File: config.mk
export PLATFORM = sky130hd
export DESIGN_NAME = supply_supervisor_watchdog
export DESIGN_NICKNAME = d
export VERILOG_FILES = /design/src/hdl/supply_supervisor_watchdog.v
export VERILOG_INCLUDE_DIRS = /design/src /design/src/hdl
export SDC_FILE = /design/constraint.sdc
export NUM_CORES = 1
export LEC_CHECK = 0
export BUFFER_PORTS_ARGS = -buffer_cell sky130_fd_sc_hd__buf_2
export CORE_ASPECT_RATIO = 0.6
export CORE_UTILIZATION = 60
export CTS_BUF_LIST = sky130_fd_sc_hd__clkbuf_4 sky130_fd_sc_hd__clkbuf_8 sky130_fd_sc_hd__clkbuf_16
export CTS_CLUSTER_SIZE = 20
export DETAILED_ROUTE_END_ITERATION = 12
export GPL_TIMING_DRIVEN = 0
export MAX_ROUTING_LAYER = met4
export PLACE_DENSITY = 0.79
export SYNTH_ARGS = -nofsm -noshare
export SYNTH_HDL_FRONTEND = slang
export SYNTH_SLANG_ARGS = --single-unit
File: constraint.sdc
create_clock -name clk -period 3.4 [get_ports clk]
set_input_delay 0.34 -clock clk [delete_from_list [all_inputs] [get_ports clk]]
set_output_delay 0.34 -clock clk [all_outputs]
set_load 0.01 [all_outputs]
File: src/hdl/supervisor_regs.vh
// Function
// - Hold reset until supply stays above trip level for 200 ms.
// - Assert reset whenever the supply drops below the trip level.
// - Each start restarts the watchdog; expiry asserts reset.
// - Two-bit rewritable nonvolatile field selects the watchdog period.
// - Write-protect pin high locks the watchdog period bits.
// - Reset from supply drop or watchdog aborts the bus transaction.
// - During reset accept no bus traffic and start no nonvolatile write.
// - A nonvolatile write already running when reset asserts completes.
// - Set: programming starts at stop after valid write, ends on pin low.
// - Reset: programming starts at stop after valid write, ends on pin low.
// - Period codes: 00 1.4 s, 01 600 ms, 10 200 ms, 11 disabled.
`ifndef SUPERVISOR_REGS_VH
`define SUPERVISOR_REGS_VH

`define CLK_KHZ          125000
`define POR_DELAY_MS     200
`define WD_LONG_MS       1400
`define WD_MID_MS        600
`define WD_SHORT_MS      200

`define WD_SEL_LONG      2'h0
`define WD_SEL_MID       2'h1
`define WD_SEL_SHORT     2'h2
`define WD_SEL_OFF       2'h3
`define WD_SEL_RESET     2'h3

`define SYNC_W           5
`define SYNC_IDLE        5'h03
`define IN_SCL           0
`define IN_SDA           1
`define IN_SUPPLY        2
`define IN_WP            3
`define IN_PROG          4

`define ST_HOLD          1'h0
`define ST_RUN           1'h1

`endif

File: src/hdl/supply_supervisor_watchdog.v
`timescale 1ns/1ps
`default_nettype none
`include "supervisor_regs.vh"

module supply_supervisor_watchdog #(
   parameter integer CNT_W      = 28,
   parameter integer POR_CYCLES = `POR_DELAY_MS * `CLK_KHZ,
   parameter integer WD_LONG    = `WD_LONG_MS * `CLK_KHZ,
   parameter integer WD_MID     = `WD_MID_MS * `CLK_KHZ,
   parameter integer WD_SHORT   = `WD_SHORT_MS * `CLK_KHZ
) (
   input  wire       clk,
   input  wire       nrst,
   input  wire       scl_in,
   input  wire       sda_in,
   input  wire       supply_ok,
   input  wire       wp_pin,
   input  wire       programming_voltage,
   input  wire       write_enable_latch,
   input  wire       valid_write,
   input  wire       period_write,
   input  wire [1:0] period_data,
   input  wire       nv_write_req,
   input  wire       nv_write_busy,
   output reg        system_reset,
   output reg        system_reset_n,
   output reg        bus_enable,
   output reg        bus_abort,
   output wire       nv_write_start,
   output reg        trip_program,
   output reg        watchdog_period_hi,
   output reg        watchdog_period_lo
);

   // Bus pins rest high, so their stages start high to avoid false edges
   localparam [`SYNC_W-1:0] SYNC_IDLE    = `SYNC_IDLE;
   localparam [1:0]          PERIOD_RESET = `WD_SEL_RESET;

   reg  [`SYNC_W-1:0] sync1;
   reg  [`SYNC_W-1:0] sync2;
   reg  [`SYNC_W-1:0] sync3;
   reg  [`SYNC_W-1:0] filt;
   reg  [`SYNC_W-1:0] filt_d;
   wire [`SYNC_W-1:0] raw_in;
   reg                state;
   reg                next_state;
   reg  [CNT_W-1:0]   hold_cnt;
   reg  [CNT_W-1:0]   wd_cnt;
   reg  [CNT_W-1:0]   wd_limit;
   reg                wd_expire;
   reg                write_seen;
   wire               scl;
   wire               sda;
   wire               supply;
   wire               wp;
   wire               prog;
   wire               start_cond;
   wire               stop_cond;
   wire               por_done;
   wire [1:0]         period;

   assign raw_in[`IN_SCL]    = scl_in;
   assign raw_in[`IN_SDA]    = sda_in;
   assign raw_in[`IN_SUPPLY] = supply_ok;
   assign raw_in[`IN_WP]     = wp_pin;
   assign raw_in[`IN_PROG]   = programming_voltage;

   // Three-stage synchronisers, change taken when stages two and three agree
   genvar g;
   generate
      for (g = 0; g < `SYNC_W; g = g + 1) begin : g_sync
         always @(posedge clk or negedge nrst) begin
            if (!nrst) begin
               sync1[g]  <= SYNC_IDLE[g];
               sync2[g]  <= SYNC_IDLE[g];
               sync3[g]  <= SYNC_IDLE[g];
               filt[g]   <= SYNC_IDLE[g];
               filt_d[g] <= SYNC_IDLE[g];
            end else begin
               sync1[g]  <= raw_in[g];
               sync2[g]  <= sync1[g];
               sync3[g]  <= sync2[g];
               if (sync2[g] == sync3[g]) begin
                  filt[g] <= sync3[g];
               end
               filt_d[g] <= filt[g];
            end
         end
      end
   endgenerate

   assign scl    = filt[`IN_SCL];
   assign sda    = filt[`IN_SDA];
   assign supply = filt[`IN_SUPPLY];
   assign wp     = filt[`IN_WP];
   assign prog   = filt[`IN_PROG];
   assign period = {watchdog_period_hi, watchdog_period_lo};

   // Bus start and stop detection
   assign start_cond = scl & filt_d[`IN_SCL] & filt_d[`IN_SDA] & ~sda;
   assign stop_cond  = scl & filt_d[`IN_SCL] & ~filt_d[`IN_SDA] & sda;

   assign por_done = (hold_cnt == POR_CYCLES[CNT_W-1:0] - 1'b1);

   // Nonvolatile writes start only outside reset; running ones finish
   assign nv_write_start = nv_write_req & (state == `ST_RUN)
                           & ~nv_write_busy;

   // Period selection
   always @* begin
      case (period)
         `WD_SEL_LONG:  wd_limit = WD_LONG[CNT_W-1:0];
         `WD_SEL_MID:   wd_limit = WD_MID[CNT_W-1:0];
         `WD_SEL_SHORT: wd_limit = WD_SHORT[CNT_W-1:0];
         default:       wd_limit = {CNT_W{1'b0}};
      endcase
      wd_expire = (period != `WD_SEL_OFF)
                  && (wd_cnt == wd_limit - 1'b1);
   end

   // Reset state machine
   always @* begin
      next_state = state;
      case (state)
         `ST_HOLD: begin
            if (supply && por_done) begin
               next_state = `ST_RUN;
            end
         end
         `ST_RUN: begin
            if (!supply || wd_expire) begin
               next_state = `ST_HOLD;
            end
         end
         default: next_state = `ST_HOLD;
      endcase
   end

   always @(posedge clk or negedge nrst) begin
      if (!nrst) begin
         state <= `ST_HOLD;
      end else begin
         state <= next_state;
      end
   end

   // Supply-good delay count
   always @(posedge clk or negedge nrst) begin
      if (!nrst) begin
         hold_cnt <= {CNT_W{1'b0}};
      end else if (state != `ST_HOLD || !supply) begin
         hold_cnt <= {CNT_W{1'b0}};
      end else if (!por_done) begin
         hold_cnt <= hold_cnt + 1'b1;
      end
   end

   // Watchdog count
   always @(posedge clk or negedge nrst) begin
      if (!nrst) begin
         wd_cnt <= {CNT_W{1'b0}};
      end else if (state != `ST_RUN || next_state != `ST_RUN) begin
         wd_cnt <= {CNT_W{1'b0}};
      end else if (start_cond || period == `WD_SEL_OFF) begin
         wd_cnt <= {CNT_W{1'b0}};
      end else begin
         wd_cnt <= wd_cnt + 1'b1;
      end
   end

   // Reset outputs and bus gating
   always @(posedge clk or negedge nrst) begin
      if (!nrst) begin
         system_reset   <= 1'b1;
         system_reset_n <= 1'b0;
         bus_enable     <= 1'b0;
         bus_abort      <= 1'b0;
      end else begin
         system_reset   <= (next_state != `ST_RUN);
         system_reset_n <= (next_state == `ST_RUN);
         bus_enable     <= (next_state == `ST_RUN);
         bus_abort      <= (state == `ST_RUN)
                           && (next_state != `ST_RUN);
      end
   end

   // Watchdog period field, locked while write protect is high
   always @(posedge clk or negedge nrst) begin
      if (!nrst) begin
         watchdog_period_hi <= PERIOD_RESET[1];
         watchdog_period_lo <= PERIOD_RESET[0];
      end else if (period_write && !wp && state == `ST_RUN) begin
         watchdog_period_hi <= period_data[1];
         watchdog_period_lo <= period_data[0];
      end
   end

   // Trip level programming
   always @(posedge clk or negedge nrst) begin
      if (!nrst) begin
         write_seen   <= 1'b0;
         trip_program <= 1'b0;
      end else begin
         if (valid_write && state == `ST_RUN) begin
            write_seen <= 1'b1;
         end else if (start_cond || stop_cond || state != `ST_RUN) begin
            write_seen <= 1'b0;
         end
         if (!wp) begin
            trip_program <= 1'b0;
         end else if (stop_cond && write_seen && write_enable_latch
                      && prog && state == `ST_RUN) begin
            trip_program <= 1'b1;
         end
      end
   end

endmodule // supply_supervisor_watchdog
`default_nettype wire

==> results.yml <==
clock_network:
  cts.htree.levels: 3
  post_cts_resized: 0
  cts.sinks: 85
  cts_tree: "yes"
  clk_pin_slew_ns: 0.08
  clk_latency_ns: 0.38
  cts_buffer_depth: 2
  cts_buffers: 9
  root_buffer: "clkbuf_8"
critical_path:
  worstPathArrival_ns: 3.26
  cpMaxStageDelayCell: "dfstp_2"
  crit_path_max_fanout: 10
  critPathLaunchType: "register"
  path_cells: "inv_1, ha_1, or4b_2, a211oi_1, nand4_1, o21bai_1, buf_2, nor2_1"
  crit_type: "reg2reg"
  critPathLaunch: "watchdog_period_lo"
  r2r_cells: 8
  worstReg2RegStart: "watchdog_period_lo"
  slowest_delay_ns: 0.59
  path_buf_inv: 2
  crit_required_ns: 3.66
  rrSetupSlack_ns: 0.40
  end_kind: "register"
  critical_path.top_delay_family: "simple AND/OR/NAND/NOR gates"
  reg2reg_to: "wd_cnt[18]"
yosys:
  yosysTopAreaCell: "dfrtp_1"
  ys_seq_area_frac: 0.543
  synth_edf_count: 0
  synth_cell_types: 46
  syn_area_per_cell_um2: 10.5
  ys_seq_elements: 85
  yosysTopAreaCellShare: 0.457
  async_reset_ff_frac: 1.00
  synth_area_leaders: "dfrtp_1 (46%), dfstp_2 (8.7%), xor2_1 (8.7%)"
  synthCells: 375
  ys_warn_count: 0
  postSynthNetCount: 396
  synth-main-ff-cell: "dfrtp_1"
  synth.cell_area_um2: 3950
global_routing:
  grt_antenna_before_repair: 0
  overflow: 0
  grt_util_all_layers: 0.270
  grt_pass1_vias: 2809
  grt_max_degree: 69
  grt_pass1_wl_um: 13400
hold_path:
  whs_path_depth: 1
  min_path_type: "in2reg"
  hold_start: "sda_in"
  min_delay_worst_endpoint: "sync1[1]"
routing:
  drc: 0
  routed_wl_um: 7920
  firstDrtPassIters: 5
  drtIter0Drc: 265
  avgRoutedWirePerCell_um: 15.9
  drt-vias-per-instance: 5.80
  antenna_left: 0
  vias: 2886
finish:
  final_common_cell: "dfrtp_1"
  fillers: 477
  areaGrowthSynthToFinish_pct: 11.0
  nets: 430
  stdcell_count: 498
  seq_area_um2: 2140
  multi_input_area_um2: 1720
  num_antenna_cells: 0
  final_cell_mix: "dfrtp_1 (72), nor2_1 (64), xor2_1 (39)"
  drive_above_1_share: 0.157
die:
  initial_core_util: 0.634
  die_area_um2: 6910
  fp.coreArea_um2: 6220
  die_x_um: 107
  fp.dieH_um: 64.8
  rows: 22
  ios: 22
timing:
  period_share: 0.882
  worst_slew_pin_slew_ns: 1.27
  fin_skew_ns: 0.0120
  rsz0062_at_grt: "no"
  report.final.setup_viol: 0
  maxSlewViolCount: 0
  min_period_ns: 3.00
  maxSlewHeadroom: 0.149
  fmax_mhz: 333
  worst_slack_ns: 0.400
  tns_ns: 0
  hold_viol: 0
placement:
  gp_congestion: 0.863
  place_ws_ns: 0.493
  dp_hpwl_um: 5590
  io_buffer_count: 21
  place_inst: 481
pwr:
  powerDensity_nw_per_um2: 409
  ir_drop_v: 0.000386
  leakage_uw: 0.00182
  power_uw: 1790
run_status:
  status: "complete, no violations"
job:
  drv_cap: 0
[worst max path at each step]
| stage | to | slack (ns) | cells after the start |
|---|---|---|---|
| 6_report | wd_cnt[18] | 0.40 | 8 |
| 3_5_place_dp | wd_cnt[20] | 0.49 | 8 |
| 4_1_cts | wd_cnt[18] | 0.48 | 8 |
| 3_3_place_gp | wd_cnt[16] | 0.52 | 8 |
| 2_1_floorplan | wd_cnt[18] | 0.87 | 8 |
| 5_1_grt | wd_cnt[26] | 0.32 | 8 |
[power by group]
group | leakage (uW) | total, uW | internal (uW) | switching, uW
Combinational | 0.000614 | 65.4 | 24.1 | 41.3
Clock | 0.0000889 | 667 | 288 | 378
Sequential | 0.00111 | 1060 | 1040 | 19.9
[layout make-up]
class / instances / share of cell area
inverter: 8 / 0.00686
timing repair buffer: 23 / 0.0331
clock inverter: 6 / 0.0106
sequential: 85 / 0.489
clock buffer: 10 / 0.0314
multi-input combinational: 270 / 0.392
tap: 84 / 0.0240
buffer: 12 / 0.0126
[flip-flops by register name, summed over array words and instances, names as in the netlist]
| register | cells |
|---|---|
| wp | 1 |
| watchdog_period_hi | 1 |
| wd_cnt | 28 |
| watchdog_period_lo | 1 |
| prog | 1 |
| write_seen | 1 |
| filt_d | 2 |
| supply | 1 |
| sync2 | 5 |
| sync1 | 5 |
| bus_abort | 1 |
| hold_cnt | 28 |
| sda | 1 |
| scl | 1 |
| sync3 | 5 |
| trip_program | 1 |
| bus_enable | 1 |
| system_reset | 1 |
[Yosys cell counts, drive strengths merged, types with 7 or more instances]
cell type / count
nor3: 9
inv: 8
clkbuf: 8
nand4: 22
nand3: 23
dfstp: 13
nor2: 65
xor2: 39
xnor2: 13
dfrtp: 72
ha: 7
o21ai: 7
nand2: 18
nor4: 7
[cell families after synthesis]
logic type / Yosys count / share of synthesized area
AND/OR/NAND/NOR: 178 / 0.236
flip-flops: 85 / 0.543
XOR/XNOR: 52 / 0.115
AO/OA/AOI/OAI: 25 / 0.0409
buffers and inverters: 20 / 0.0216
adder cells (fa/ha/maj): 12 / 0.0349
multiplexers: 3 / 0.00825
[routing by layer]
layer	vias to the layer above	part of all wire	global-route usage
li1	1367	-	-
met1	1410	0.50	0.376
met2	91	0.43	0.374
met3	18	0.054	0.0755
met4	0	0.018	0.111
met5	-	0	-
[worst reg2reg max path, stage by stage, from the launching register on]
cell and delay, ns:
dfstp_2 0.59, inv_1 0.09, ha_1 0.34, or4b_2 0.59, a211oi_1 0.24, nand4_1 0.17, o21bai_1 0.43, buf_2 0.34
nor2_1 0.09
[per-stage QoR]
step	hold WS, ns	instance area (um2)	utilization
2_1_floorplan	0.0444	3950	-
3_3_place_gp	0.333	4160	0.668
3_5_place_dp	0.242	4190	0.673
4_1_cts	0.0411	4380	0.704
5_1_grt	0.0414	4380	0.704
6_report	0.0535	4380	0.704
[timing repair]
| action | in CTS | in global routing |
|---|---|---|
| hold buffers | 1 | 0 |
| setup buffers | 0 | 0 |
| endpoints found under the hold margin | 17 | 0 |
Power figures use the tool's default switching activity.
